### src/timer_defs.svh
// constants for the three-channel timer block: channel count, widths, reset values, pin high level
// assumes inclusion by bare name from design files only
`ifndef TIMER_DEFS_SVH
`define TIMER_DEFS_SVH

`define TMR_CH_COUNT 3
`define TMR_CNT_W 24
`define TMR_PRESC_W 8
`define TMR_CNT_RST 24'h000000
`define TMR_PRESC_RST 8'h00
`define TMR_PWM_HIGH 1'b1

`endif

### src/timer_pkg.sv
// types shared by the timer block
// assumes timer_defs.svh is visible on the include path
package timer_pkg;

   // pin function selected in the control/status bits
   typedef enum logic [1:0] {
      PIN_GPIO_IN = 2'h0,
      PIN_GPIO_OUT = 2'h1,
      PIN_TIMER = 2'h2
   } pin_fn_e;

   // timer operating mode
   typedef enum logic [2:0] {
      MODE_TIMER = 3'h0,
      MODE_PULSE = 3'h1,
      MODE_WATCHDOG = 3'h2,
      MODE_EVENT = 3'h3,
      MODE_MEASURE = 3'h4
   } tmr_mode_e;

endpackage

### src/timer_channel.sv
// one timer channel: counter, compare, pin direction and drive
// assumes pin_in already synchronised to core_clk by the caller
`timescale 1ns/1ns
`include "timer_defs.svh"

module timer_channel (
   // clock and reset
   input wire logic core_clk,
   input wire logic rstn,
   // control/status bits
   input wire logic enable,
   input wire timer_pkg::pin_fn_e pin_fn,
   input wire timer_pkg::tmr_mode_e mode,
   input wire logic gpio_out_val,
   input wire logic [`TMR_CNT_W-1:0] compare_val,
   input wire logic [`TMR_PRESC_W-1:0] presc_val,
   input wire logic clear_done,
   // pin
   input wire logic pin_in,
   output logic pin_out,
   output logic pin_oe,
   // status
   output logic irq,
   output logic done,
   output logic [`TMR_CNT_W-1:0] count,
   output logic [`TMR_CNT_W-1:0] capture
);

   typedef enum logic [1:0] {
      ST_IDLE = 2'b01,
      ST_RUN = 2'b10
   } ch_state_e;

   ch_state_e state_r, state_nxt;
   logic [`TMR_CNT_W-1:0] cnt_r, cnt_nxt, cap_r, cap_nxt;
   logic [`TMR_PRESC_W-1:0] pre_r, pre_nxt;
   logic pin_d_r, pin_d_nxt, out_r, out_nxt, oe_r, oe_nxt;
   logic irq_r, irq_nxt, done_r, done_nxt;
   logic ext_mode, tick, rise, fall, hit;

   always_comb begin
      ext_mode = (mode == timer_pkg::MODE_EVENT) || (mode == timer_pkg::MODE_MEASURE);
      rise = pin_in && !pin_d_r;
      fall = !pin_in && pin_d_r;
      // internal source runs from a prescaler enable pulse, event mode from pin rising edges, measure mode from pin high level
      tick = ext_mode ? ((mode == timer_pkg::MODE_EVENT) ? rise : pin_in)
                      : (pre_r == presc_val);
      hit = tick && (cnt_r == compare_val);
      state_nxt = state_r;
      cnt_nxt = cnt_r;
      cap_nxt = cap_r;
      pre_nxt = (pre_r == presc_val || ext_mode) ? `TMR_PRESC_RST
                                                 : pre_r + `TMR_PRESC_W'(1);
      pin_d_nxt = pin_in;
      out_nxt = out_r;
      irq_nxt = 1'b0;
      done_nxt = clear_done ? 1'b0 : done_r;
      case (state_r)
         ST_IDLE: begin
            cnt_nxt = `TMR_CNT_RST;
            pre_nxt = `TMR_PRESC_RST;
            out_nxt = 1'b0;
            if (enable && pin_fn == timer_pkg::PIN_TIMER)
               state_nxt = ST_RUN;
         end
         ST_RUN: begin
            if (!enable || pin_fn != timer_pkg::PIN_TIMER) begin
               state_nxt = ST_IDLE;
            end else if (mode == timer_pkg::MODE_MEASURE) begin
               // width of a high pulse on the pin, captured on its fall
               if (fall) begin
                  cap_nxt = cnt_r;
                  cnt_nxt = `TMR_CNT_RST;
                  irq_nxt = 1'b1;
                  done_nxt = 1'b1;
               end else if (tick) begin
                  cnt_nxt = cnt_r + `TMR_CNT_W'(1);
               end
            end else if (hit) begin
               cnt_nxt = `TMR_CNT_RST;
               irq_nxt = 1'b1;
               done_nxt = 1'b1; // set wins over clear
               // signal the outside party on the count match
               if (mode == timer_pkg::MODE_PULSE || mode == timer_pkg::MODE_TIMER)
                  out_nxt = !out_r;
               else if (mode == timer_pkg::MODE_WATCHDOG)
                  out_nxt = `TMR_PWM_HIGH;
            end else if (tick) begin
               cnt_nxt = cnt_r + `TMR_CNT_W'(1);
            end
         end
         default: state_nxt = ST_IDLE;
      endcase
      // direction follows pin function and mode
      case (pin_fn)
         timer_pkg::PIN_GPIO_OUT: begin
            oe_nxt = 1'b1;
            out_nxt = gpio_out_val;
         end
         timer_pkg::PIN_TIMER: oe_nxt = !ext_mode;
         default: oe_nxt = 1'b0;
      endcase
   end

   always_ff @(posedge core_clk or negedge rstn) begin
      if (!rstn) begin
         state_r <= ST_IDLE;
         cnt_r <= `TMR_CNT_RST;
         cap_r <= `TMR_CNT_RST;
         pre_r <= `TMR_PRESC_RST;
         pin_d_r <= 1'b0;
         out_r <= 1'b0;
         oe_r <= 1'b0;
         irq_r <= 1'b0;
         done_r <= 1'b0;
      end else begin
         state_r <= state_nxt;
         cnt_r <= cnt_nxt;
         cap_r <= cap_nxt;
         pre_r <= pre_nxt;
         pin_d_r <= pin_d_nxt;
         out_r <= out_nxt;
         oe_r <= oe_nxt;
         irq_r <= irq_nxt;
         done_r <= done_nxt;
      end
   end

   assign pin_out = out_r;
   assign pin_oe = oe_r;
   assign irq = irq_r;
   assign done = done_r;
   assign count = cnt_r;
   assign capture = cap_r;

endmodule // timer_channel

### src/triple_timer_pin_control.sv
// three independent timer channels with one two-way pin each
// assumes control bits are driven by core_clk logic; pins are asynchronous
//
// Functional notes
// - three identical independent channels, internal or external event clocking
// - each channel pulses an interrupt after the programmed count, in measurement mode on the pin's fall instead
// - each channel signals on its pin after a programmed internal count
// - event counter and measurement modes make the pin an input
// - watchdog, timer and pulse modes drive the pin as output
// - after reset pins are gpio inputs; control bits reconfigure them
`timescale 1ns/1ns
`include "timer_defs.svh"

module triple_timer_pin_control (
   // clock and reset
   input wire logic core_clk,
   input wire logic rstn,
   // per-channel control/status bits (timer_ctrl_stat_ch0..2)
   input wire logic [`TMR_CH_COUNT-1:0] tmr_enable,
   input wire timer_pkg::pin_fn_e pin_fn_ch0,
   input wire timer_pkg::pin_fn_e pin_fn_ch1,
   input wire timer_pkg::pin_fn_e pin_fn_ch2,
   input wire timer_pkg::tmr_mode_e mode_ch0,
   input wire timer_pkg::tmr_mode_e mode_ch1,
   input wire timer_pkg::tmr_mode_e mode_ch2,
   input wire logic [`TMR_CH_COUNT-1:0] gpio_out_val,
   input wire logic [`TMR_CNT_W-1:0] compare_ch0,
   input wire logic [`TMR_CNT_W-1:0] compare_ch1,
   input wire logic [`TMR_CNT_W-1:0] compare_ch2,
   input wire logic [`TMR_PRESC_W-1:0] presc_ch0,
   input wire logic [`TMR_PRESC_W-1:0] presc_ch1,
   input wire logic [`TMR_PRESC_W-1:0] presc_ch2,
   input wire logic [`TMR_CH_COUNT-1:0] clear_done,
   // timer pins timer_pin_ch0..2
   input wire logic [`TMR_CH_COUNT-1:0] timer_pin_in,
   output logic [`TMR_CH_COUNT-1:0] timer_pin_out,
   output logic [`TMR_CH_COUNT-1:0] timer_pin_oe,
   // status
   output logic [`TMR_CH_COUNT-1:0] tmr_irq,
   output logic [`TMR_CH_COUNT-1:0] tmr_done,
   output logic [`TMR_CH_COUNT-1:0] gpio_in_val,
   output logic [`TMR_CNT_W-1:0] count_ch0,
   output logic [`TMR_CNT_W-1:0] count_ch1,
   output logic [`TMR_CNT_W-1:0] count_ch2,
   output logic [`TMR_CNT_W-1:0] capture_ch0,
   output logic [`TMR_CNT_W-1:0] capture_ch1,
   output logic [`TMR_CNT_W-1:0] capture_ch2
);

   logic [`TMR_CH_COUNT-1:0] meta_r, meta_nxt, sync_r, sync_nxt, gin_r, gin_nxt;

   always_comb begin
      meta_nxt = timer_pin_in;
      sync_nxt = meta_r;
      gin_nxt = sync_r;
   end

   always_ff @(posedge core_clk or negedge rstn) begin
      if (!rstn) begin
         meta_r <= 3'h0;
         sync_r <= 3'h0;
         gin_r <= 3'h0;
      end else begin
         meta_r <= meta_nxt;
         sync_r <= sync_nxt;
         gin_r <= gin_nxt;
      end
   end

   assign gpio_in_val = gin_r;

   // three identical channels share one module
   timer_channel u_ch0 (
      .core_clk(core_clk), .rstn(rstn), .enable(tmr_enable[0]), .pin_fn(pin_fn_ch0),
      .mode(mode_ch0), .gpio_out_val(gpio_out_val[0]), .compare_val(compare_ch0),
      .presc_val(presc_ch0), .clear_done(clear_done[0]), .pin_in(sync_r[0]),
      .pin_out(timer_pin_out[0]), .pin_oe(timer_pin_oe[0]), .irq(tmr_irq[0]),
      .done(tmr_done[0]), .count(count_ch0), .capture(capture_ch0)
   );

   timer_channel u_ch1 (
      .core_clk(core_clk), .rstn(rstn), .enable(tmr_enable[1]), .pin_fn(pin_fn_ch1),
      .mode(mode_ch1), .gpio_out_val(gpio_out_val[1]), .compare_val(compare_ch1),
      .presc_val(presc_ch1), .clear_done(clear_done[1]), .pin_in(sync_r[1]),
      .pin_out(timer_pin_out[1]), .pin_oe(timer_pin_oe[1]), .irq(tmr_irq[1]),
      .done(tmr_done[1]), .count(count_ch1), .capture(capture_ch1)
   );

   timer_channel u_ch2 (
      .core_clk(core_clk), .rstn(rstn), .enable(tmr_enable[2]), .pin_fn(pin_fn_ch2),
      .mode(mode_ch2), .gpio_out_val(gpio_out_val[2]), .compare_val(compare_ch2),
      .presc_val(presc_ch2), .clear_done(clear_done[2]), .pin_in(sync_r[2]),
      .pin_out(timer_pin_out[2]), .pin_oe(timer_pin_oe[2]), .irq(tmr_irq[2]),
      .done(tmr_done[2]), .count(count_ch2), .capture(capture_ch2)
   );

endmodule // triple_timer_pin_control

### config.mk
export PLATFORM = sky130hd
export DESIGN_NAME = triple_timer_pin_control
export DESIGN_NICKNAME = d
export VERILOG_FILES = /design/src/timer_pkg.sv /design/src/timer_channel.sv /design/src/triple_timer_pin_control.sv
export VERILOG_INCLUDE_DIRS = /design/src /design/src/src
export SDC_FILE = /design/constraint.sdc
export NUM_CORES = 1
export LEC_CHECK = 0
export BUFFER_PORTS_ARGS = -buffer_cell sky130_fd_sc_hd__buf_2
export CORE_MARGIN = 3
export CORE_UTILIZATION = 45
export DETAILED_ROUTE_END_ITERATION = 8
export GPL_TIMING_DRIVEN = 1
export PLACE_DENSITY = 0.74
export SYNTH_ARGS = -nofsm -noshare
export SYNTH_HDL_FRONTEND = slang
export SYNTH_SLANG_ARGS = --single-unit
### constraint.sdc
create_clock -name core_clk -period 7 [get_ports core_clk]
set_input_delay 1.4 -clock core_clk [delete_from_list [all_inputs] [get_ports core_clk]]
set_output_delay 1.4 -clock core_clk [all_outputs]
set_load 0.005 [all_outputs]
==> results of run 1 <==
[layout make-up]
class	instances	area, um2	area share, %
multi-input cells	750	5100	40.6
flip-flops and latches	195	4880	38.9
repair buffers	290	1480	11.8
clock buffers	19	453	3.61
well taps	285	357	2.84
clock inverters	13	160	1.28
inverters	35	131	1.05
[worst min-delay path by stage]
stage	slack (ns)	startpoint	cells past startpoint	to
4_1_cts	0.35	meta_r[1]	0	gin_nxt[1]
3_5_place_dp	0.34	meta_r[1]	0	gin_nxt[1]
6_report	0.35	meta_r[1]	0	gin_nxt[1]
3_3_place_gp	0.33	meta_r[2]	0	gin_nxt[2]
5_1_grt	0.37	meta_r[1]	0	gin_nxt[1]
2_1_floorplan	0.33	meta_r[0]	0	gin_nxt[0]
[cell usage in the layout, fill, tap and decap left out, types with 8 or more instances in the layout]
master       n
nand4_1     22
o21ai_1     12
ha_1        12
o21ai_0     33
inv_1       35
dfrtp_1    192
xor2_1      86
nand2_1    100
o211ai_1    10
a21oi_1     37
xnor2_1     28
nand3_1     63
nor2_1      53
mux2_2      53
o31ai_1      8
nor3_1      10
nor4_1      20
clkbuf_16   17
a31oi_1     27
or3_1       11
buf_2      282
or4_1        8
nand2b_1     9
and2_1      10
nor2b_1      9
and3_1      27
[metrics by stage]
step	power, mW	std cells	cell area, um2
final	2.31	1587	12600
after global routing	2.40	1587	12600
after CTS	2.34	1587	12600
after detailed placement	1.32	1555	11900
after global placement	1.32	1555	11900
after floorplan	1.24	1035	10400
[power breakdown]
part           switching, mW  total [mW]  internal, mW
clock network          0.477        1.01         0.534
logic                 0.0920       0.154        0.0622
registers            0.00792        1.14          1.13
total                  0.577        2.31          1.73
[cells by family (layout without fill, tap and decap cells)]
group,Yosys count,count (layout),synth area share [%]
fa+ha+maj,12,12,1.44
compound gates,190,190,12.6
buf+inv,90,357,4.10
flops,195,195,46.9
simple gates,375,375,19.0
xor+xnor,114,114,9.59
mux,59,59,6.31
[flip-flops by register name, indices dropped and copies added, names as in the netlist, 2 cells and up]
name and cells:
u_ch0.state_r 2, u_ch0.pre_r 8, u_ch1.count 24, u_ch0.count 24, u_ch2.capture 24, gpio_in_val 3, u_ch1.capture 24, u_ch1.state_r 2
meta_r 3, u_ch1.pre_r 8, u_ch2.pre_r 8, u_ch2.count 24, u_ch2.state_r 2, u_ch0.capture 24, gin_nxt 3
[worst register-to-register path: stages (launching register included)]
cell	delay, ns
dfrtp_1	0.45
xor2_1	0.17
nor4_1	0.58
a21boi_4	0.20
nor2_1	0.74
o21ai_0	0.28
a32o_1	0.26
[layer usage]
| layer | vias to the layer above | wire length [um] |
|---|---|---|
| met5 | - | 0 |
| met4 | 0 | 473 |
| met3 | 44 | 1770 |
| met2 | 337 | 13800 |
| met1 | 4306 | 11600 |
| li1 | 4208 | - |
==> out/results.ini, run 1 <==
[synth]
synth_seq_cells=195
yosys.area.top_type_share_pct=46.2
synth.top_cells.by_area=dfrtp_1 46%, xor2_1 7.2%, mux2_2 5.7%, nand2_1 3.6%, nand3_1 3.0%
synth_async_sr_flop_share_pct=100
synth.most_common_cell=dfrtp_1
synth_top_cell_by_area=dfrtp_1
syn_inst=1035
synth_fp_nets=1172
synth_edf_count=0
netlist_area_um2=10400
yosys_warnings=0
ys.flop_type=dfrtp_1
postSynthAreaPerCell_um2=10.1
synthTopCellsByCount=192 x dfrtp_1, 100 x nand2_1, 86 x xor2_1, 63 x nand3_1
yosys.cell_types.count=74
yosysSeqAreaShare_pct=46.9

[grt]
use_met3_pct=3.66
use_met2_pct=36.9
grt_pass1_vias=8604
grt.overflow.total=0
grt_max_degree=86
grt_pass1_wl_um=44000
grt_use_met1_pct=29.1
grtUsageTotal_pct=21.8
antenna_found_initial=0
grt.busiest_layer=met2

[die]
ios=284
fp.dieArea_um2=25000
core_um2=22700
initial_utilization_pct=45.8
die_w_um=158
die_y_um=158
rows=55

[detailed_routing]
drt_iter0_markers=648
drc_errors=0
vias_per_cell=5.60
vias=8895
drt_wl_total_um=27700
drt-pass1-iter-count=5
routedWlPerCell_um=17.4
ant_nets=0

[clocking]
cts_buffers=17
cts_setup_buffers=0
cts_hold_buffers=0
cts_max_path_buffers=2
root_buffer=clkbuf_16
clk_transition_reported_paths_ns=0.08
cts_tree=built
cts_sinks=195
clk_latency_ns=0.43
post_cts_resized=0
htree_num_levels=4

[placed_design]
dp_hpwl_um=20500
gp_congestion=0.857
pre_cts_ws_ns=3.02
io_buffer_count=283

[timing]
setup_viol=0
post-route-period-util_pct=50.9
hold_viol_final=0
fin_skew_ns=0.0109
max_freq_mhz=281
whs_ns=0.349
drv_slew=0
rsz0062_at_grt=no
final.min_clock_period_ns=3.56
worst_pin_slew_ns=1.19
setup_tns_ns=0
slew_headroom_pct=20.7
layout_setup_ws_ns=3.44

[worst_setup_path]
cp.required_ns=7.31
startpoint_type=input port
r2r_setup_slack_ns=4.20
arrival_ns=3.87
endpoint_kind=register
cp_slowest_cell=nand2_1
path_depth=5
path_max_fanout=34
cp-endpoint=u_ch0.capture[11]
startpoint=mode_ch0[2]
crit_type=in -> reg
r2r-end=u_ch0.count[1]
crit_buf_inv=1
timing.rr.start=u_ch0.pre_r[3]
cpPeakStageDelay_ns=0.75
rr_worst_depth=6
cpLargestDelayFamily=simple AND/OR/NAND/NOR gates
path_cells=buf_2, or3b_1, nor3b_1, nand2_1, mux2_2

[cells_and_area]
fillers=2048
fin_nets=1426
final_layout_size_suffix_gt1_share_pct=30.6
area_growth_pct=20.7
diodes=0
fin_util_pct=55.3

[outcome]
status=complete, no violations

[power]
vdd_drop_max_mv=0.133
p_per_area_nw_per_um2=184
p_leak_nw=6.26

[min_path]
hold_class=reg -> reg

[job]
maxCapViolations=0

No activity file was read; power rests on OpenSTA's default activity.
==> run 2, diff against run 1 <==
==> constraint.sdc (replaced) <==
create_clock -name core_clk -period 3.4 [get_ports core_clk]
set_input_delay 0.68 -clock core_clk [delete_from_list [all_inputs] [get_ports core_clk]]
set_output_delay 0.68 -clock core_clk [all_outputs]
set_load 0.005 [all_outputs]
==> out/results.ini, run 2 (synthesis results as in run 1) <==
[outcome]
status=complete, no violations

[grt]
grtUsageTotal_pct=21.6  ; -0.16 points
antenna_found_initial=0  ; unchanged
grt_max_degree=75  ; -13%
grt_pass1_vias=8519  ; -0.99%
grt_pass1_wl_um=43600  ; -0.82%
grt.overflow.total=0  ; unchanged

[cells_and_area]
fin_util_pct=55.9  ; +0.57 points
final_layout_size_suffix_gt1_share_pct=31.4  ; +0.79 points
diodes=0  ; unchanged
final_area_um2=12700  ; +1.0%
layout_common_cells=282 x buf_2, 192 x dfrtp_1, 100 x nand2_1, 86 x xor2_1, 63 x nand3_1
area_growth_pct=21.9
fin_nets=1441  ; +1.1%
layout_commonest_cell=buf_2

[clocking]
clk_transition_reported_paths_ns=0.08  ; about the same
cts_max_path_buffers=2  ; unchanged
cts_buffers=17  ; unchanged
cts_hold_buffers=0  ; unchanged
root_buffer=clkbuf_16
cts_tree=built
cts_sinks=195  ; unchanged
cts_setup_buffers=0  ; unchanged
htree_num_levels=4  ; unchanged
clk_latency_ns=0.43  ; about the same
post_cts_resized=0  ; unchanged

[timing]
slew_headroom_pct=38.8  ; +18 points
rsz0062_at_grt=no
setup_tns_ns=0  ; unchanged
post-route-period-util_pct=79.5
setup_viol=0  ; unchanged
drv_slew=0  ; unchanged
max_freq_mhz=370
hold_viol_final=0  ; unchanged
final.min_clock_period_ns=2.70
fin_skew_ns=0.0124  ; +0.00153 ns
worst_pin_slew_ns=0.918  ; -0.267 ns

[worst_setup_path]
rr_worst_depth=8  ; +2
cp.required_ns=3.70  ; -3.61 ns
path_max_fanout=43  ; +26%
r2r_setup_slack_ns=0.70  ; -3.50 ns
startpoint_type=register
cp_slowest_cell=dfrtp_1
arrival_ns=3.00  ; -0.87 ns
crit_type=reg -> reg
cpPeakStageDelay_ns=0.45  ; -0.30 ns
endpoint_kind=register
startpoint=u_ch1.pre_r[0]
timing.rr.start=u_ch1.pre_r[0]
crit_buf_inv=1  ; unchanged
r2r-end=u_ch1.count[19]
path_cells=xor2_1, nor4_1, a21boi_1, nor4_4, a21oi_2, buf_4, a22oi_1, o31ai_1
cpLargestDelayFamily=simple AND/OR/NAND/NOR gates

[placed_design]
io_buffer_count=283  ; unchanged
placed_cell_area_um2=12100  ; +1.3%
dp_hpwl_um=20500  ; -0.19%
gp_congestion=0.851  ; -0.77%

[power]
power_mw=4.71  ; +100%
p_per_area_nw_per_um2=371  ; +100%
vdd_drop_max_mv=0.274  ; +110%
p_leak_nw=6.34  ; +1.3%

[detailed_routing]
vias_per_cell=5.55  ; -0.93%
drt_iter0_markers=629  ; -2.9%
drc_errors=0  ; unchanged
vias=8896  ; +0.011%
drt_wl_total_um=27500  ; -0.74%
routedWlPerCell_um=17.1  ; -1.7%
drt-pass1-iter-count=5  ; unchanged
ant_nets=0  ; unchanged

[die]
die_w_um=158  ; unchanged
die_y_um=158  ; unchanged
core_um2=22700  ; unchanged
fp.dieArea_um2=25000  ; unchanged
rows=55  ; unchanged
ios=284  ; unchanged
initial_utilization_pct=45.8  ; unchanged

[job]
maxCapViolations=0  ; unchanged

[min_path]
hold_class=in -> async

==> run 2: changes by cell type in the layout (fill, tap and decap cells not counted) <==
cell / previous run / this run
clkinv_2: 0 / 2
buf_4: 7 / 19
clkinv_4: 1 / 3
inv_6: 5 / 4
inv_8: 4 / 3
clkbuf_8: 3 / 1
buf_12: 0 / 3
==> run 2: worst max-delay path by stage <==
stage | slack [ns] | endpoint | depth (start not counted)
detailed placement | 0.40 | u_ch1.count[17] | 9
global route | 0.47 | u_ch0.count[21] | 8
CTS | 0.69 | u_ch1.count[19] | 8
finish | 0.70 | u_ch1.count[19] | 8
global placement | 0.48 | u_ch2.count[8] | 7
floorplan | 0.81 | u_ch0.count[1] | 7
==> run 2: final cells by class <==
type                            count  area (um2)
Fill cell                        2005       10000
Multi-Input combinational cell    750        5100
Sequential cell                   195        4880
Timing Repair Buffer              305        1630
Clock buffer                       17         425
Tap cell                          285         357
Clock inverter                     15         168
Inverter                           35         131
==> run 2: report_power, final <==
part / internal, mW / switching [mW] / total [mW] / leakage (nW)
Combinational: 0.136 / 0.191 / 0.327 / 3.36
Clock: 1.05 / 0.985 / 2.04 / 0.294
Sequential: 2.34 / 0.0153 / 2.35 / 2.69
Total: 3.52 / 1.19 / 4.71 / 6.34
==> run 2: per-stage QoR <==
step	hold slack, ns	std cells	worst slack [ns]
final	0.274	1602	0.697
after global routing	0.298	1602	0.475
after CTS	0.281	1602	0.687
after detailed placement	0.340	1570	0.396
after global placement	0.334	1570	0.479
after floorplan	0.331	1035	0.814
==> run 2: metal layers <==
metal  track usage [%]  part of all wire, %  vias to the layer above
li1                  -                    -                     4254
met1              29.7                   44                     4276
met2              35.3                   48                      329
met3              3.64                  6.4                       37
met4              6.64                  1.8                        0
met5                 0                    0                        -
==> run 2: worst register-to-register path, stage by stage (launching register included) <==
cell and delay, ns:
dfrtp_1 0.45, xor2_1 0.17, nor4_1 0.45, a21boi_1 0.31, nor4_4 0.44, a21oi_2 0.10
buf_4 0.27, a22oi_1 0.27, o31ai_1 0.12
